==> src/common/tcw_pkg.sv <==
/*
  Shared constants and types for the timer / capture-compare / watchdog block.
  Assumes a single 10 MHz system clock and an AXI4-Lite master with 32-bit data.
*/
package tcw_pkg;

  localparam int TCW_ADDR_W = 16;
  localparam int TCW_IDX_W = 14;

  // Register indices; the byte address is four times the index
  localparam logic [13:0] IDX_CLOCK_SELECT = 14'h1048;
  localparam logic [13:0] IDX_WATCHDOG_CTL_B = 14'h104A;
  localparam logic [13:0] IDX_FLAG_CTL_C = 14'h104B;
  localparam logic [13:0] IDX_MODE_CTL_D = 14'h104C;
  localparam logic [13:0] IDX_COMPARE = 14'h104D;
  localparam logic [13:0] IDX_CAPTURE_COMPARE = 14'h104E;
  localparam logic [13:0] IDX_COUNTER = 14'h104F;
  localparam logic [13:0] IDX_WATCHDOG_COUNT = 14'h1050;
  localparam logic [13:0] IDX_PORT_CTL_A = 14'h1051;
  localparam logic [13:0] IDX_PORT_CTL_B = 14'h1052;

  // Bit positions in timer_watchdog_control_b
  localparam int WB_RESET_ENA = 7;
  localparam int WB_INT_ENA = 6;
  localparam int WB_OVF_FLAG = 5;
  localparam int WB_TAP_SEL = 4;
  localparam int WB_CNT_OVF_FLAG = 3;
  localparam int WB_CNT_OVF_IE = 2;

  // Bit positions in timer_flag_control_c
  localparam int FC_EDGE_FLAG = 7;
  localparam int FC_CMP2_FLAG = 6;
  localparam int FC_CMP1_FLAG = 5;
  localparam int FC_EDGE_IE = 2;
  localparam int FC_CMP2_IE = 1;
  localparam int FC_CMP1_IE = 0;

  // Reset values
  localparam logic [7:0] RST_CLOCK_SELECT = 8'h33;
  localparam logic [7:0] RST_CTL_B = 8'h00;
  localparam logic [7:0] RST_CTL_C = 8'h00;
  localparam logic [7:0] RST_CTL_D = 8'h00;
  localparam logic [15:0] RST_COMPARE = 16'hFFFF;
  localparam logic [15:0] RST_CAPTURE = 16'h0000;
  localparam logic [7:0] RST_PORT_A = 8'h00;
  localparam logic [7:0] RST_PORT_B = 8'h00;

  localparam logic [15:0] CNT_MAX = 16'hFFFF;
  localparam logic [14:0] WD_SHORT_MAX = 15'h7FFF;

  localparam logic [1:0] RESP_OKAY = 2'h0;
  localparam logic [1:0] RESP_SLVERR = 2'h2;

  typedef enum logic [2:0] {
    SRC_SYSTEM_CLOCK = 3'b000,
    SRC_PULSE_ACC = 3'b001,
    SRC_EVENT = 3'b010,
    SRC_STOP = 3'b011,
    SRC_DIV4 = 3'b100,
    SRC_DIV16 = 3'b101,
    SRC_DIV64 = 3'b110,
    SRC_DIV256 = 3'b111
  } tcw_clksrc_e;

  typedef enum logic [0:0] {
    BUS_IDLE = 1'b0,
    BUS_RESP = 1'b1
  } tcw_bus_e;

  // timer_mode_control_d layout
  typedef struct packed {
    logic captureModeSelect;
    logic compareOneOutputEnable;
    logic compareTwoOutputEnable;
    logic spare;
    logic edgeOutputEnable;
    logic edgeFallingSelect;
    logic edgeResetEnable;
    logic edgeDetectEnable;
  } tcw_mode_s;

endpackage

==> src/logic/tcw_timer.sv <==
/*
  Timer with compare, capture/compare and PWM output, plus a separate watchdog counter,
  behind an AXI4-Lite slave. Assumes pins are asynchronous and that the event pin toggles
  at no more than half the system clock rate.
*/
// The AXI4-Lite slave port was left to the implementer.
// Summary of operation
// - Eight clock sources: system_clock, pulse accumulate, event, /4, /16, /64, /256, stopped.
// - Timer and watchdog select their clock sources independently.
// - Timer holds 16-bit counter, compare and capture/compare registers.
// - In capture mode a selected capture-pin edge latches the counter into capture/compare.
// - Watchdog is a separate 16-bit counter; overflow tap gives 15 to 24 bit resolution.
// - Without reset use, watchdog works as timer, event counter or pulse accumulator.
// - Capture-pin edge sets the edge flag when edge detect is enabled.
// - Dual compare mode: edge resets counter and/or toggles PWM per enables.
// - Capture mode: enabled edge loads capture register and sets the edge flag.
// - Compare match sets compare-one flag; toggles PWM in dual mode when enabled.
// - Dual mode only: capture/compare match sets compare-two flag, may toggle PWM.
// - Counter wrap from all ones to zero sets the counter overflow flag.
// - Watchdog overflow sets its flag and resets the system when reset is enabled.
// - Watchdog overflow interrupts without reset when reset disabled and interrupt enabled.
// - Each of the three pins is timer function or general-purpose I/O by port control.
// - Mode bit clear selects dual compare mode with two compare registers.
// - Mode bit set selects capture/compare mode: one compare, one capture register.
// - Flag control register sits at index 104Bh.
module tcw_timer
  import tcw_pkg::*;
#(
  parameter int PRESCALE_W = 8
) (
  // Clock and reset
  input logic clk,
  input logic rst,
  // AXI4-Lite write
  input logic [15:0] s_axi_awaddr,
  input logic s_axi_awvalid,
  output logic s_axi_awready,
  input logic [31:0] s_axi_wdata,
  input logic [3:0] s_axi_wstrb,
  input logic s_axi_wvalid,
  output logic s_axi_wready,
  output logic [1:0] s_axi_bresp,
  output logic s_axi_bvalid,
  input logic s_axi_bready,
  // AXI4-Lite read
  input logic [15:0] s_axi_araddr,
  input logic s_axi_arvalid,
  output logic s_axi_arready,
  output logic [31:0] s_axi_rdata,
  output logic [1:0] s_axi_rresp,
  output logic s_axi_rvalid,
  input logic s_axi_rready,
  // Pins: event input, capture input, waveform output (index 0, 1, 2)
  input logic [2:0] pinIn,
  output logic [2:0] pinOut,
  output logic [2:0] pinOe,
  // System
  output logic timerIrq,
  output logic watchdogResetOut
);

  logic [2:0] pinSync1;
  logic [2:0] pinSync2;
  logic [2:0] pinPrev;
  logic [7:0] clockSelect, next_clockSelect;
  logic [7:0] ctlB, next_ctlB;
  logic [7:0] ctlC, next_ctlC;
  logic [7:0] ctlD, next_ctlD;
  logic [7:0] portA, next_portA;
  logic [7:0] portB, next_portB;
  logic [15:0] compareReg, next_compareReg;
  logic [15:0] captureReg, next_captureReg;
  logic [15:0] counter, next_counter;
  logic [15:0] wdCounter, next_wdCounter;
  logic [PRESCALE_W-1:0] prescale, next_prescale;
  logic pwmLevel, next_pwmLevel;
  logic wdResetPulse, next_wdResetPulse;
  tcw_bus_e wrState, next_wrState;
  logic awHeld, next_awHeld;
  logic wHeld, next_wHeld;
  logic [15:0] awAddr, next_awAddr;
  logic [31:0] wData, next_wData;
  logic [3:0] wStrb, next_wStrb;
  logic [1:0] bResp, next_bResp;
  logic rValid, next_rValid;
  logic [31:0] rData, next_rData;
  logic [1:0] rResp, next_rResp;

  tcw_mode_s mode;
  logic evtRise, capEdge, edgeEvent, timerTick, wdTick;
  logic cmp1Match, cmp2Match, cntOverflow, edgeReset, wdOverflow;
  logic awFire, wFire, doWrite, arFire;
  logic [15:0] wrAddr;
  logic [31:0] wrData, rdWord;
  logic [3:0] wrStrb;
  logic [13:0] wrIdx, rdIdx;
  logic wrHit, rdHit;

  // Two flip-flops per pin before any logic reads it
  genvar gi;
  generate
    for (gi = 0; gi < 3; gi++) begin : g_sync
      always_ff @(posedge clk) begin
        if (rst) begin
          pinSync1[gi] <= 1'b0;
          pinSync2[gi] <= 1'b0;
          pinPrev[gi] <= 1'b0;
        end else begin
          pinSync1[gi] <= pinIn[gi];
          pinSync2[gi] <= pinSync1[gi];
          pinPrev[gi] <= pinSync2[gi];
        end
      end
    end
  endgenerate

  // Selects one count tick; each counter passes its own source field
  function automatic logic sourceTick(input logic [2:0] src, input logic [PRESCALE_W-1:0] pre,
                                      input logic evtLevel, input logic evtEdge);
    logic t;
    t = 1'b0;
    case (tcw_clksrc_e'(src))
      SRC_SYSTEM_CLOCK: t = 1'b1;
      SRC_PULSE_ACC: t = evtLevel;
      SRC_EVENT: t = evtEdge;
      SRC_STOP: t = 1'b0;
      SRC_DIV4: t = &pre[1:0];
      SRC_DIV16: t = &pre[3:0];
      SRC_DIV64: t = &pre[5:0];
      SRC_DIV256: t = &pre[7:0];
      default: t = 1'b0;
    endcase
    return t;
  endfunction

  function automatic logic [31:0] mergeBytes(input logic [31:0] old, input logic [31:0] nw,
                                             input logic [3:0] strb);
    logic [31:0] m;
    m = old;
    for (int b = 0; b < 4; b++) begin
      if (strb[b]) begin
        m[8*b +: 8] = nw[8*b +: 8];
      end
    end
    return m;
  endfunction

  assign mode = tcw_mode_s'(ctlD);
  // Edge detection reads only the second and third stages
  assign evtRise = pinSync2[0] & ~pinPrev[0];
  assign capEdge = mode.edgeFallingSelect ? (pinPrev[1] & ~pinSync2[1]) : (pinSync2[1] & ~pinPrev[1]);
  assign edgeEvent = capEdge & mode.edgeDetectEnable;
  assign timerTick = sourceTick(clockSelect[2:0], prescale, pinSync2[0], evtRise);
  assign wdTick = sourceTick(clockSelect[6:4], prescale, pinSync2[0], evtRise);
  assign edgeReset = edgeEvent & ~mode.captureModeSelect & mode.edgeResetEnable;
  assign cmp1Match = timerTick & (counter == compareReg);
  assign cmp2Match = timerTick & ~mode.captureModeSelect & (counter == captureReg);
  assign cntOverflow = timerTick & ~edgeReset & (counter == CNT_MAX);
  // Tap select halves the overflow point, giving 15 to 24 bits with the prescaler
  assign wdOverflow = wdTick & (ctlB[WB_TAP_SEL] ? (wdCounter[14:0] == WD_SHORT_MAX)
                                                 : (wdCounter == CNT_MAX));

  // Bus handshake terms
  assign awFire = s_axi_awvalid & s_axi_awready;
  assign wFire = s_axi_wvalid & s_axi_wready;
  assign wrAddr = awHeld ? awAddr : s_axi_awaddr;
  assign wrData = wHeld ? wData : s_axi_wdata;
  assign wrStrb = wHeld ? wStrb : s_axi_wstrb;
  assign doWrite = (wrState == BUS_IDLE) & (awHeld | awFire) & (wHeld | wFire);
  assign wrIdx = wrAddr[15:2];
  assign arFire = s_axi_arvalid & s_axi_arready;
  assign rdIdx = s_axi_araddr[15:2];
  assign wrHit = (wrIdx >= IDX_CLOCK_SELECT) && (wrIdx <= IDX_PORT_CTL_B) && (wrIdx != 14'h1049);
  assign rdHit = (rdIdx >= IDX_CLOCK_SELECT) && (rdIdx <= IDX_PORT_CTL_B) && (rdIdx != 14'h1049);

  always_comb begin
    rdWord = 32'h0000_0000;
    case (rdIdx)
      IDX_CLOCK_SELECT: rdWord[7:0] = clockSelect;
      IDX_WATCHDOG_CTL_B: rdWord[7:0] = ctlB;
      IDX_FLAG_CTL_C: rdWord[7:0] = ctlC;
      IDX_MODE_CTL_D: rdWord[7:0] = ctlD;
      IDX_COMPARE: rdWord[15:0] = compareReg;
      IDX_CAPTURE_COMPARE: rdWord[15:0] = captureReg;
      IDX_COUNTER: rdWord[15:0] = counter;
      IDX_WATCHDOG_COUNT: rdWord[15:0] = wdCounter;
      IDX_PORT_CTL_A: rdWord[7:0] = portA;
      IDX_PORT_CTL_B: rdWord[10:0] = {pinSync2, portB};
      default: rdWord = 32'h0000_0000;
    endcase
  end

  // Bus state
  always_comb begin
    next_wrState = wrState;
    next_awHeld = awHeld;
    next_wHeld = wHeld;
    next_awAddr = awAddr;
    next_wData = wData;
    next_wStrb = wStrb;
    next_bResp = bResp;
    next_rValid = rValid;
    next_rData = rData;
    next_rResp = rResp;
    case (wrState)
      BUS_IDLE: begin
        if (awFire) begin
          next_awHeld = 1'b1;
          next_awAddr = s_axi_awaddr;
        end
        if (wFire) begin
          next_wHeld = 1'b1;
          next_wData = s_axi_wdata;
          next_wStrb = s_axi_wstrb;
        end
        if (doWrite) begin
          next_awHeld = 1'b0;
          next_wHeld = 1'b0;
          next_bResp = wrHit ? RESP_OKAY : RESP_SLVERR;
          next_wrState = BUS_RESP;
        end
      end
      BUS_RESP: begin
        if (s_axi_bready) begin
          next_wrState = BUS_IDLE;
        end
      end
      default: next_wrState = BUS_IDLE;
    endcase
    if (arFire) begin
      next_rValid = 1'b1;
      next_rData = rdWord;
      next_rResp = rdHit ? RESP_OKAY : RESP_SLVERR;
    end else if (rValid && s_axi_rready) begin
      next_rValid = 1'b0;
    end
  end

  always_ff @(posedge clk) begin
    if (rst) begin
      wrState <= BUS_IDLE;
      awHeld <= 1'b0;
      wHeld <= 1'b0;
      awAddr <= 16'h0000;
      wData <= 32'h0000_0000;
      wStrb <= 4'h0;
      bResp <= 2'h0;
      rValid <= 1'b0;
      rData <= 32'h0000_0000;
      rResp <= 2'h0;
    end else begin
      wrState <= next_wrState;
      awHeld <= next_awHeld;
      wHeld <= next_wHeld;
      awAddr <= next_awAddr;
      wData <= next_wData;
      wStrb <= next_wStrb;
      bResp <= next_bResp;
      rValid <= next_rValid;
      rData <= next_rData;
      rResp <= next_rResp;
    end
  end

  assign s_axi_awready = (wrState == BUS_IDLE) & ~awHeld;
  assign s_axi_wready = (wrState == BUS_IDLE) & ~wHeld;
  assign s_axi_bvalid = (wrState == BUS_RESP);
  assign s_axi_bresp = bResp;
  assign s_axi_arready = ~rValid;
  assign s_axi_rvalid = rValid;
  assign s_axi_rdata = rData;
  assign s_axi_rresp = rResp;

  // Timer, watchdog and control registers. Flags clear by writing one; a hardware set in
  // the same cycle wins so no event is lost.
  always_comb begin
    logic [31:0] m;
    logic pwmToggle;
    m = 32'h0000_0000;
    pwmToggle = 1'b0;
    next_clockSelect = clockSelect;
    next_ctlB = ctlB;
    next_ctlC = ctlC;
    next_ctlD = ctlD;
    next_portA = portA;
    next_portB = portB;
    next_compareReg = compareReg;
    next_captureReg = captureReg;
    next_counter = counter;
    next_wdCounter = wdCounter;
    next_prescale = prescale + 1'b1;
    next_wdResetPulse = 1'b0;
    if (doWrite) begin
      case (wrIdx)
        IDX_CLOCK_SELECT: begin
          m = mergeBytes({24'h0, clockSelect}, wrData, wrStrb);
          next_clockSelect = {1'b0, m[6:4], 1'b0, m[2:0]};
        end
        IDX_WATCHDOG_CTL_B: begin
          m = mergeBytes({24'h0, ctlB}, wrData, wrStrb);
          next_ctlB = {m[7:6], ctlB[5] & ~(wrStrb[0] & wrData[5]), m[4],
                       ctlB[3] & ~(wrStrb[0] & wrData[3]), m[2], 2'b00};
        end
        IDX_FLAG_CTL_C: begin
          m = mergeBytes({24'h0, ctlC}, wrData, wrStrb);
          next_ctlC = {ctlC[7:5] & ~({3{wrStrb[0]}} & wrData[7:5]), 2'b00, m[2:0]};
        end
        IDX_MODE_CTL_D: begin
          m = mergeBytes({24'h0, ctlD}, wrData, wrStrb);
          next_ctlD = m[7:0] & 8'hEF;
        end
        IDX_COMPARE: begin
          m = mergeBytes({16'h0, compareReg}, wrData, wrStrb);
          next_compareReg = m[15:0];
        end
        IDX_CAPTURE_COMPARE: begin
          m = mergeBytes({16'h0, captureReg}, wrData, wrStrb);
          next_captureReg = m[15:0];
        end
        IDX_WATCHDOG_COUNT: next_wdCounter = 16'h0000;
        IDX_PORT_CTL_A: begin
          m = mergeBytes({24'h0, portA}, wrData, wrStrb);
          next_portA = {5'h00, m[2:0]};
        end
        IDX_PORT_CTL_B: begin
          m = mergeBytes({24'h0, portB}, wrData, wrStrb);
          next_portB = {1'b0, m[6:4], 1'b0, m[2:0]};
        end
        default: m = 32'h0000_0000;
      endcase
    end
    if (edgeReset) begin
      next_counter = 16'h0000;
    end else if (timerTick) begin
      next_counter = counter + 1'b1;
    end
    if (edgeEvent && mode.captureModeSelect) begin
      next_captureReg = counter;
    end
    if (wdTick && !(doWrite && wrIdx == IDX_WATCHDOG_COUNT)) begin
      next_wdCounter = wdOverflow ? 16'h0000 : wdCounter + 1'b1;
    end
    if (edgeEvent) begin
      next_ctlC[FC_EDGE_FLAG] = 1'b1;
    end
    if (cmp1Match) begin
      next_ctlC[FC_CMP1_FLAG] = 1'b1;
    end
    if (cmp2Match) begin
      next_ctlC[FC_CMP2_FLAG] = 1'b1;
    end
    if (cntOverflow) begin
      next_ctlB[WB_CNT_OVF_FLAG] = 1'b1;
    end
    if (wdOverflow) begin
      next_ctlB[WB_OVF_FLAG] = 1'b1;
      next_wdResetPulse = ctlB[WB_RESET_ENA];
    end
    if (!mode.captureModeSelect) begin
      pwmToggle = (edgeEvent & mode.edgeOutputEnable)
                ^ (cmp1Match & mode.compareOneOutputEnable)
                ^ (cmp2Match & mode.compareTwoOutputEnable);
    end
    next_pwmLevel = pwmLevel ^ pwmToggle;
  end

  always_ff @(posedge clk) begin
    if (rst) begin
      clockSelect <= RST_CLOCK_SELECT;
      ctlB <= RST_CTL_B;
      ctlC <= RST_CTL_C;
      ctlD <= RST_CTL_D;
      portA <= RST_PORT_A;
      portB <= RST_PORT_B;
      compareReg <= RST_COMPARE;
      captureReg <= RST_CAPTURE;
      counter <= 16'h0000;
      wdCounter <= 16'h0000;
      prescale <= '0;
      pwmLevel <= 1'b0;
      wdResetPulse <= 1'b0;
    end else begin
      clockSelect <= next_clockSelect;
      ctlB <= next_ctlB;
      ctlC <= next_ctlC;
      ctlD <= next_ctlD;
      portA <= next_portA;
      portB <= next_portB;
      compareReg <= next_compareReg;
      captureReg <= next_captureReg;
      counter <= next_counter;
      wdCounter <= next_wdCounter;
      prescale <= next_prescale;
      pwmLevel <= next_pwmLevel;
      wdResetPulse <= next_wdResetPulse;
    end
  end

  // Timer function turns event and capture pins into inputs and drives the waveform pin
  assign pinOe = {portA[2] | portB[6], ~portA[1] & portB[5], ~portA[0] & portB[4]};
  assign pinOut = {portA[2] ? pwmLevel : portB[2], portB[1:0]};
  assign watchdogResetOut = wdResetPulse;
  assign timerIrq = (ctlC[FC_EDGE_FLAG] & ctlC[FC_EDGE_IE]) | (ctlC[FC_CMP1_FLAG] & ctlC[FC_CMP1_IE])
                  | (ctlC[FC_CMP2_FLAG] & ctlC[FC_CMP2_IE]) | (ctlB[WB_CNT_OVF_FLAG] & ctlB[WB_CNT_OVF_IE])
                  | (ctlB[WB_OVF_FLAG] & ~ctlB[WB_RESET_ENA] & ctlB[WB_INT_ENA]);
endmodule

==> config.mk <==
export PLATFORM = sky130hd
export DESIGN_NAME = tcw_timer
export DESIGN_NICKNAME = d
export VERILOG_FILES = /design/src/common/tcw_pkg.sv /design/src/logic/tcw_timer.sv
export SDC_FILE = /design/constraint.sdc
export NUM_CORES = 1
export LEC_CHECK = 0
export BUFFER_PORTS_ARGS = -buffer_cell sky130_fd_sc_hd__buf_2
export CORE_ASPECT_RATIO = 1.5
export CORE_MARGIN = 2
export CORE_UTILIZATION = 40
export DETAILED_ROUTE_END_ITERATION = 7
export SKIP_LAST_GASP = 1
export SYNTH_ARGS = -nofsm -noshare
export SYNTH_HDL_FRONTEND = slang
export SYNTH_SLANG_ARGS = --single-unit
==> constraint.sdc <==
create_clock -name clk -period 2.9 [get_ports clk]
set_input_delay 0.87 -clock clk [delete_from_list [all_inputs] [get_ports clk]]
set_output_delay 0.87 -clock clk [all_outputs]
set_load 0.02 [all_outputs]
; ---- Word level (Yosys, flattened, before mapping)
; Cells that the tools add are included.
[word_totals]
register_bits = 174
latch_bits = 0
mem_bits_rw = 0
romBits = 0
memories = 0
[classes]
addsub = 3
n_mul = 0
div_mod_pow = 0
n_lt_le_gt_ge = 4
n_eq_ne = 40
shifts = 0
muxes = 43
n_bitwise = 62
reduce_logical = 57
[ops]
columns = cell, n
row1 = "14-bit by 13-bit == test with 1-bit output, second input constant", 19
row2 = 16-bit 2-to-1 mux, 9
row3 = 8-bit case mux with 10 select lines, 1
row4 = 2-bit nonzero test, 19
row5 = 1-bit bitwise AND, 34
row6 = "16-bit by 1-bit adder with 16-bit output, second input constant", 2
row7 = 16-bit == test, 2
row8 = "16-bit == test, second input constant", 2
row9 = 8-bit 2-to-1 mux, 4
row10 = 3-bit AND reduction, 10
row11 = "14-bit by 13-bit greater-or-equal comparator with 1-bit output, second input constant", 2
row12 = "14-bit by 13-bit <= comparator with 1-bit output, second input constant", 2
row13 = "14-bit by 13-bit != test with 1-bit output, second input constant", 2
row14 = "3-bit == test, second input constant", 8
row15 = 2-bit AND reduction, 12
row16 = 5-bit case mux with 4 select lines, 1
row17 = 1-bit 2-to-1 mux, 17
row18 = 1-bit case mux with 8 select lines, 2
row19 = "15-bit == test, second input constant", 1
row20 = 1-bit inverter, 15
row21 = 3-bit case mux with 5 select lines, 1
row22 = "3-bit by 2-bit == test with 1-bit output, second input constant", 4
row23 = 6-bit 2-to-1 mux, 2
row24 = "8-bit by 1-bit adder with 8-bit output, second input constant", 1
row25 = other kinds (16), 37

; ---- Logic depth before layout (Yosys ltp)
; Gate-level depths: netlist of run 1.
[depth]
word_depth = 11
ltp_mapped = 10

; ---- Worst setup path after synthesis of run 1
; OpenSTA, ideal clock, no wires.
[synth_path]
kind = input to register
startpoint = input port s_axi_araddr[10]
endpoint = register rData[2], in the netlist s_axi_rdata[2]
setup_time_ps = 128
arrival_ps = 2790
slack_ps = -18
stages = 8
path_buffers = 1
cell_sequence = or4_4 > or3b_1 > buf_2 > or3_1 > o21ai_1 > a21oi_4 > a32oi_1 > nor2_1
[synth_between]
elab_chain_len = 2
[synth_rtl]
columns = item, line
row1 = from (decl), tcw_timer.sv:46  ; input logic [15:0] s_axi_araddr,
row2 = 14-bit by 13-bit == test with 1-bit output, tcw_timer.sv:178  ; case (rdIdx)
row3 = 8-bit case mux with 10 select lines (*), tcw_timer.sv:178
row4 = to (signal assigned), tcw_timer.sv:260  ; rData <= next_rData;
row5 = to (decl), tcw_timer.sv:86  ; logic [31:0] rData, next_rData;
; Every way passes the cells marked *; elsewhere a longest branch is shown, timed or not.
; A chain may end at the register's enable or synchronous reset.

; ---- Worst setup path after layout of run 1
[layout_path]
startpoint = register counter[5]
endpoint = register pwmLevel
[layout_between]
elab_chain_len = 7
[layout_rtl]
columns = item, line
row1 = from (decl), tcw_timer.sv:73  ; logic [15:0] counter, next_counter;
row2 = from (signal assigned), tcw_timer.sv:391  ; counter <= next_counter;
row3 = 16-bit == test, tcw_timer.sv:156  ; assign cmp1Match = timerTick & (counter == compareReg);
row4 = 1-bit bitwise AND, tcw_timer.sv:156
row5 = 1-bit bitwise AND, tcw_timer.sv:361  ; ^ (cmp1Match & mode.compareOneOutputEnable)
row6 = 1-bit bitwise XOR, tcw_timer.sv:361
row7 = 1-bit bitwise XOR (*), tcw_timer.sv:362  ; ^ (cmp2Match & mode.compareTwoOutputEnable);
row8 = 1-bit 2-to-1 mux (*), tcw_timer.sv:359  ; if (!mode.captureModeSelect) begin
row9 = 1-bit bitwise XOR (*), tcw_timer.sv:364  ; next_pwmLevel = pwmLevel ^ pwmToggle;
row10 = to (signal assigned), tcw_timer.sv:394  ; pwmLevel <= next_pwmLevel;
row11 = to (decl), tcw_timer.sv:76  ; logic pwmLevel, next_pwmLevel;
; Marks and branches as above.

==> impl_metrics.py, run 1 <==
metrics = {
    "synth": {
        "ys_types": 69,
        "postSynthAreaPerCell_um2": 8.237,
        "yosys-top-cells-area": "dfxtp_1 (39%), mux2i_1 (6.2%), nor2_1 (5.7%)",
        "ys_seq_area_share_pct": 38.72,
        "synth.top_cell.area_share_pct": 38.72,
        "ys_async_sr_fraction_pct": 0,
        "synth_edf_count": 0,
        "ys_ff_latch": 170,
        "synth_area_mm2": 0.008788,
        "synth_ff_type": "dfxtp_1",
        "ys.warnings.count": 0,
        "yosysTopAreaCell": "dfxtp_1",
        "synthCells": 1067,
    },
    "worst_setup_path": {
        "cp_num_cells": 8,
        "slowest_stage": "dfxtp_1",
        "path_cells": "xor2_1, nor4_1, nand3_1, nor4bb_1, buf_4, nor2_1, mux2i_1, mux2_2",
        "endpoint_kind": "flop",
        "cp.arrival_ns": 3.01,
        "start_kind": "flop",
        "cp_num_buf_inv": 1,
        "required_ns": 3.22,
        "criticalPathCategory": "reg2reg",
        "crit_family": "simple AND/OR/NAND/NOR gates",
        "cpPeakStageDelay_ns": 0.57,
        "worst-path-max-fanout": 6,
        "rr_worst_depth": 8,
    },
    "placed_design": {
        "gp_congestion": 0.9289,
        "placed_cell_area_mm2": 0.009723,
        "hpwl_mm": 19.19,
        "dp_slack_ns": -0.1603,
        "post-place-cells": 1408,
        "port_buffers": 86,
    },
    "clock_network": {
        "clockBufferDepth": 2,
        "cts_tree": "built",
        "worstSkewPairLatency_ns": 0.44,
        "cts_resized": 0,
        "cts_hold_buf": 0,
        "clkTransAtPathRegs_ns": 0.07,
        "post-cts-setup-buffer-count": 0,
        "cts_num_sinks": 170,
        "cts_made_buffers": 17,
        "cts_root_buffer": "clkbuf_16",
        "htree_levels": 4,
    },
    "routing": {
        "drt_iter0_drc": 537,
        "met1_length_mm": 10.81,
        "viasPerCell": 5.399,
        "wl_met2_mm": 12.35,
        "wl_met3_mm": 1.044,
        "first_pass_iters": 5,
        "wl_per_cell_um": 17.79,
        "wl_mm": 25.62,
        "vias": 7775,
        "ant_nets": 0,
        "top_layer": "met4",
        "drcViolationCount": 0,
    },
    "worst_hold_path": {
        "hold_class": "reg2reg",
        "hold_depth": 1,
    },
    "floorplanning": {
        "die_h_um": 185.5,
        "pin_count": 127,
        "start_util_pct": 40.62,
        "num_rows": 66,
        "die_x_um": 125.0,
        "die_area_mm2": 0.02320,
        "fp.coreArea_mm2": 0.02164,
    },
    "global_routing": {
        "grt_antenna_before_repair": 0,
        "grt_util_all_layers_pct": 22.15,
        "grt_first_pass_wirelength_mm": 40.52,
        "grt_start_max_net_pins": 71,
        "grt_overflow_total": 0,
        "first_global_vias": 7549,
    },
    "layout": {
        "finalCoreUtilization_pct": 47.80,
        "layout-drive-gt1-share_pct": 18.32,
        "nets": 1236,
        "area_delta_synth_final_pct": 17.67,
        "finalNonFillerCells": 1440,
        "antenna_cells": 0,
        "fin_area_mm2": 0.01034,
        "nFillCells": 2187,
    },
    "timing": {
        "hold_viol_final": 0,
        "fmax_mhz": 372.0,
        "slew_headroom_pct": 44.77,
        "layout_setup_ws_ns": 0.2117,
        "holdWs_ns": 0.4366,
        "final.setup_skew_ns": 0.009812,
        "worstMarginPinSlew_ns": 0.8054,
        "post-route-period-util_pct": 92.70,
        "final_max_slew_viol_count": 0,
        "rsz0062_at_grt": "false",
        "period_needed_ns": 2.688,
        "setup_viol": 0,
    },
    "outcome": {
        "status": "complete, no violations",
    },
    "power": {
        "powerDensity_mw_per_mm2": 512.6,
        "ir_drop_mv": 0.3852,
        "power.leakage_nw": 4.102,
    },
    "run": {
        "max-cap-violations": 0,
    },
}
[cells in the mapped netlist, types with 8 or more instances]
library cell and n:
a211o_1 27, a211oi_1 15, a21oi_1 86, a22oi_1 13, and3_1 9, buf_1 8
buf_4 20, clkbuf_1 57, dfxtp_1 170, inv_1 20, mux2_2 29, mux2i_1 54
nand2_1 123, nand2b_1 8, nand3_1 24, nand4_1 15, nor2_1 133, nor2b_1 37
nor3_1 25, o21ai_0 29, xnor2_1 28, xor2_1 29
[metrics by stage]
stage | setup TNS [ns] | power [mW]
3_3_place_gp | -0.9494 | 2.945
4_1_cts | 0 | 5.351
6_report | 0 | 5.301
2_1_floorplan | 0 | 2.785
3_5_place_dp | -1.129 | 2.948
5_1_grt | 0 | 5.493
[per-layer routing]
metal | vias to the layer above | GRT usage, %
met2 | 218 | 38.24
met5 | - | 0
li1 | 3865 | -
met1 | 3614 | 25.71
met4 | 0 | 13.56
met3 | 78 | 3.622
[cells by family (layout without fill, tap and decap cells)]
| logic type | after synthesis | count (layout) | synth area share (%) |
|---|---|---|---|
| and+or+nand+nor | 428 | 428 | 23.38 |
| AOI/OAI and AO/OA | 215 | 215 | 15.87 |
| DFF | 170 | 170 | 38.72 |
| buffers and inverters | 108 | 192 | 5.495 |
| muxes | 85 | 85 | 10.38 |
| xor gates and xnor gates | 57 | 57 | 5.681 |
| adders and majority gates | 3 | 3 | 0.4272 |
| other | 1 | 18 | 0.04267 |
[registers in the layout, indices dropped and copies added (netlist names), 3 cells and up]
signal       flops
awAddr          14
s_axi_rdata     16
counter         16
ctlC             6
portB            6
wData           16
compareReg      16
captureReg      16
ctlB             6
wdCounter       16
ctlD             7
portA            3
prescale         8
pinSync2         3
pinSync1         3
clockSelect      6
[path summary, 6_finish.rpt]
| kind | endpoint | start | slack, ns |
|---|---|---|---|
| min reg2reg | pinSync2[1] | pinSync1[1] | 0.44 |
| max | pwmLevel | counter[5] | 0.21 |
| max reg2reg | pwmLevel | counter[5] | 0.21 |
| min | pinSync2[1] | pinSync1[1] | 0.44 |
[cell type report]
cell class	count	area (um2)	share of cell area, %
multi-input cells	806	4970	48.06
flip-flops and latches	170	3403	32.91
repair buffers	139	930.9	9.002
clock buffers	20	456.7	4.416
well taps	272	340.3	3.291
clock inverters	12	161.4	1.561
inverters	21	78.83	0.7622
[where the power goes]
group	switching (mW)	internal (mW)
combinational	0.304	0.174
sequential	0.0324	2.38
clock	0.994	1.41
[cell usage in the layout (no fill, tap or decap), types with 5 or more instances in the layout]
cell type	synthesis	layout
a211o_1	27	27
a211oi_1	15	15
a21oi_1	86	86
a22oi_1	13	13
a31oi_1	5	5
and2_1	7	7
and3_1	9	9
buf_12	0	8
buf_2	2	85
buf_4	20	46
clkbuf_16	0	17
conb_1	1	18
dfxtp_1	170	170
inv_1	20	20
mux2_2	29	29
mux2i_1	54	54
nand2_1	123	123
nand2b_1	8	8
nand3_1	24	24
nand3b_1	6	6
nand4_1	15	15
nor2_1	133	133
nor2b_1	37	37
nor3_1	25	25
nor4_1	7	7
o21ai_0	29	29
o22ai_1	5	5
or3_1	7	7
xnor2_1	28	28
xor2_1	29	29
No activity file was read; power rests on OpenSTA's default activity.
==> run 2: changes to the inputs <==
--- a/config.mk
+++ b/config.mk
@@ -10,6 +10,8 @@
 export CORE_MARGIN = 2
 export CORE_UTILIZATION = 40
 export DETAILED_ROUTE_END_ITERATION = 7
+export GPL_TIMING_DRIVEN = 0
+export PLACE_DENSITY = 0.64
 export SKIP_LAST_GASP = 1
 export SYNTH_ARGS = -nofsm -noshare
 export SYNTH_HDL_FRONTEND = slang
==> run 2 against run 1 <==
Count of clock-buffer cells in the layout fell by 1. Combinational power rose by 6.1%. Register-to-register slack got worse by 0.11 ns. First-iteration DRC count rose by 19%. Worst setup slack got worse by 0.12 ns.
==> impl_metrics.py, run 2 (synthesized netlist as in run 1, its figures left out) <==
metrics = {
    "placed_design": {
        "gp_congestion": 0.9641,
        "post-place-cells": 1441,
        "port_buffers": 85,
        "placed_cell_area_mm2": 0.009622,
        "hpwl_mm": 21.72,
    },
    "timing": {
        "post-route-period-util_pct": 96.99,
        "holdWs_ns": 0.4436,
        "final.setup_skew_ns": 0.01055,
        "fmax_mhz": 355.5,
        "setup_viol": 0,
        "period_needed_ns": 2.813,
        "slew_headroom_pct": 28.27,
        "hold_viol_final": 0,
        "rsz0062_at_grt": "false",
        "tns_ns": 0,
        "final_max_slew_viol_count": 0,
        "worstMarginPinSlew_ns": 1.046,
    },
    "power": {
        "clkPwrFrac_pct": 45.9,
        "intPower_mw": 4.033,
        "switching_power_mw": 1.370,
        "powerDensity_mw_per_mm2": 524.4,
        "power.leakage_nw": 4.024,
        "seq_power_share_pct": 44.7,
        "p_comb_share_pct": 9.4,
        "ir_drop_mv": 0.3995,
        "sw_frac_of_total_pct": 25.36,
    },
    "global_routing": {
        "grt_util_all_layers_pct": 24.30,
        "grt_antenna_before_repair": 0,
        "gr-max-usage-layer": "met2",
        "first_global_vias": 7794,
        "grt_util_met2_pct": 43.00,
        "grt_first_pass_wirelength_mm": 43.70,
        "grt_start_max_net_pins": 17,
        "grt_overflow_total": 0,
        "met3_usage_pct": 4.657,
        "use_met1_pct": 27.24,
    },
    "clock_network": {
        "htree_levels": 4,
        "clkTransAtPathRegs_ns": 0.07,
        "clockBufferDepth": 2,
        "cts_num_sinks": 170,
        "cts_tree": "built",
        "worstSkewPairLatency_ns": 0.45,
        "cts_root_buffer": "clkbuf_16",
        "cts_hold_buf": 0,
        "cts_made_buffers": 17,
    },
    "worst_setup_path": {
        "criticalPathCategory": "in2reg",
        "cp.arrival_ns": 3.12,
        "rr_worst_depth": 8,
        "worst-path-max-fanout": 10,
        "required_ns": 3.20,
        "r2r_setup_slack_ns": 0.10,
        "endpoint_kind": "flop",
        "start_kind": "input pin",
    },
    "worst_hold_path": {
        "hold_depth": 1,
        "hold_class": "reg2reg",
    },
    "layout": {
        "finalNonFillerCells": 1473,
        "nFillCells": 2170,
        "final_cell_mix": "dfxtp_1 (170), nor2_1 (132), nand2_1 (123)",
        "layout-drive-gt1-share_pct": 16.33,
        "multi_input_area_mm2": 0.005010,
        "nets": 1268,
        "fin_area_mm2": 0.01030,
        "area_delta_synth_final_pct": 17.23,
        "finalCoreUtilization_pct": 47.62,
        "final_common_cell": "dfxtp_1",
        "ff_latch_area_mm2": 0.003403,
    },
    "floorplanning": {
        "die_h_um": 185.5,
        "num_rows": 66,
        "fp.coreArea_mm2": 0.02164,
        "die_x_um": 125.0,
        "die_area_mm2": 0.02320,
        "pin_count": 127,
        "start_util_pct": 40.62,
    },
    "routing": {
        "wl_per_cell_um": 19.19,
        "wl_mm": 28.26,
        "first_pass_iters": 5,
        "vias": 8166,
        "drcViolationCount": 0,
        "ant_nets": 0,
        "drt_iter0_drc": 637,
        "viasPerCell": 5.544,
    },
    "outcome": {
        "status": "complete, no violations",
    },
    "run": {
        "max-cap-violations": 0,
    },
}
-- run 2: cell types whose count changed in the layout (fill, tap and decap cells not counted), sizes merged --
cell	change
bufinv	+1
clkbuf	+57
clkinvlp	-2
clkinv	+3
diode	+1
inv	-1
buf	-26
-- run 2: worst max-delay path: stages --
cell	delay, ns
buf_2	0.10
clkbuf_1	0.57
clkbuf_1	0.64
mux2i_1	0.27
nor2_1	0.06
a21oi_1	0.15
nor2_1	0.14
a211oi_1	0.24
nor3_1	0.07
-- run 2: worst paths after layout --
path                           to             from
setup / recovery  s_axi_rdata[10]  s_axi_araddr[3]
setup reg to reg         pwmLevel      prescale[0]
hold reg to reg       pinSync2[1]      pinSync1[1]
hold / removal        pinSync2[1]      pinSync1[1]
-- run 2: final cells by class --
type / instances / share of cell area [%]
repair buffers: 86 / 4.202
plain buffers: 85 / 3.898
flip-flops and latches: 170 / 33.03
diodes: 1 / 0.02429
well taps: 272 / 3.303
inverters: 21 / 0.7651
multi-input cells: 806 / 48.63
clock inverters: 13 / 1.846
clock buffers: 19 / 4.299
-- run 2: what timing repair did --
action                     CTS  global route
setup buffers                0             1
setup endpoints to repair    5            32
gates resized for setup      1            14
-- run 2: through the flow --
step,power [mW],setup slack [ns]
after floorplan,2.785,0.001354
after global placement,2.964,-0.5120
after detailed placement,2.969,-0.4788
after CTS,5.422,-0.005927
after global routing,5.571,0.009522
final,5.403,0.08731
-- run 2: power by group through the flow --
stage | logic [mW] | registers, mW | clock network (mW)
floorplan | 0.317 | 2.47 | 0
global placement | 0.500 | 2.46 | 0
detailed placement | 0.503 | 2.47 | 0
CTS | 0.505 | 2.41 | 2.50
global route | 0.552 | 2.42 | 2.60
finish | 0.507 | 2.42 | 2.48
-- run 2: routing by layer --
layer  part of all wire [%]  up-vias
met5                      0        -
met4                    5.4        0
met3                    5.7       82
met2                     49      333
met1                     40     3804
li1                       -     3947
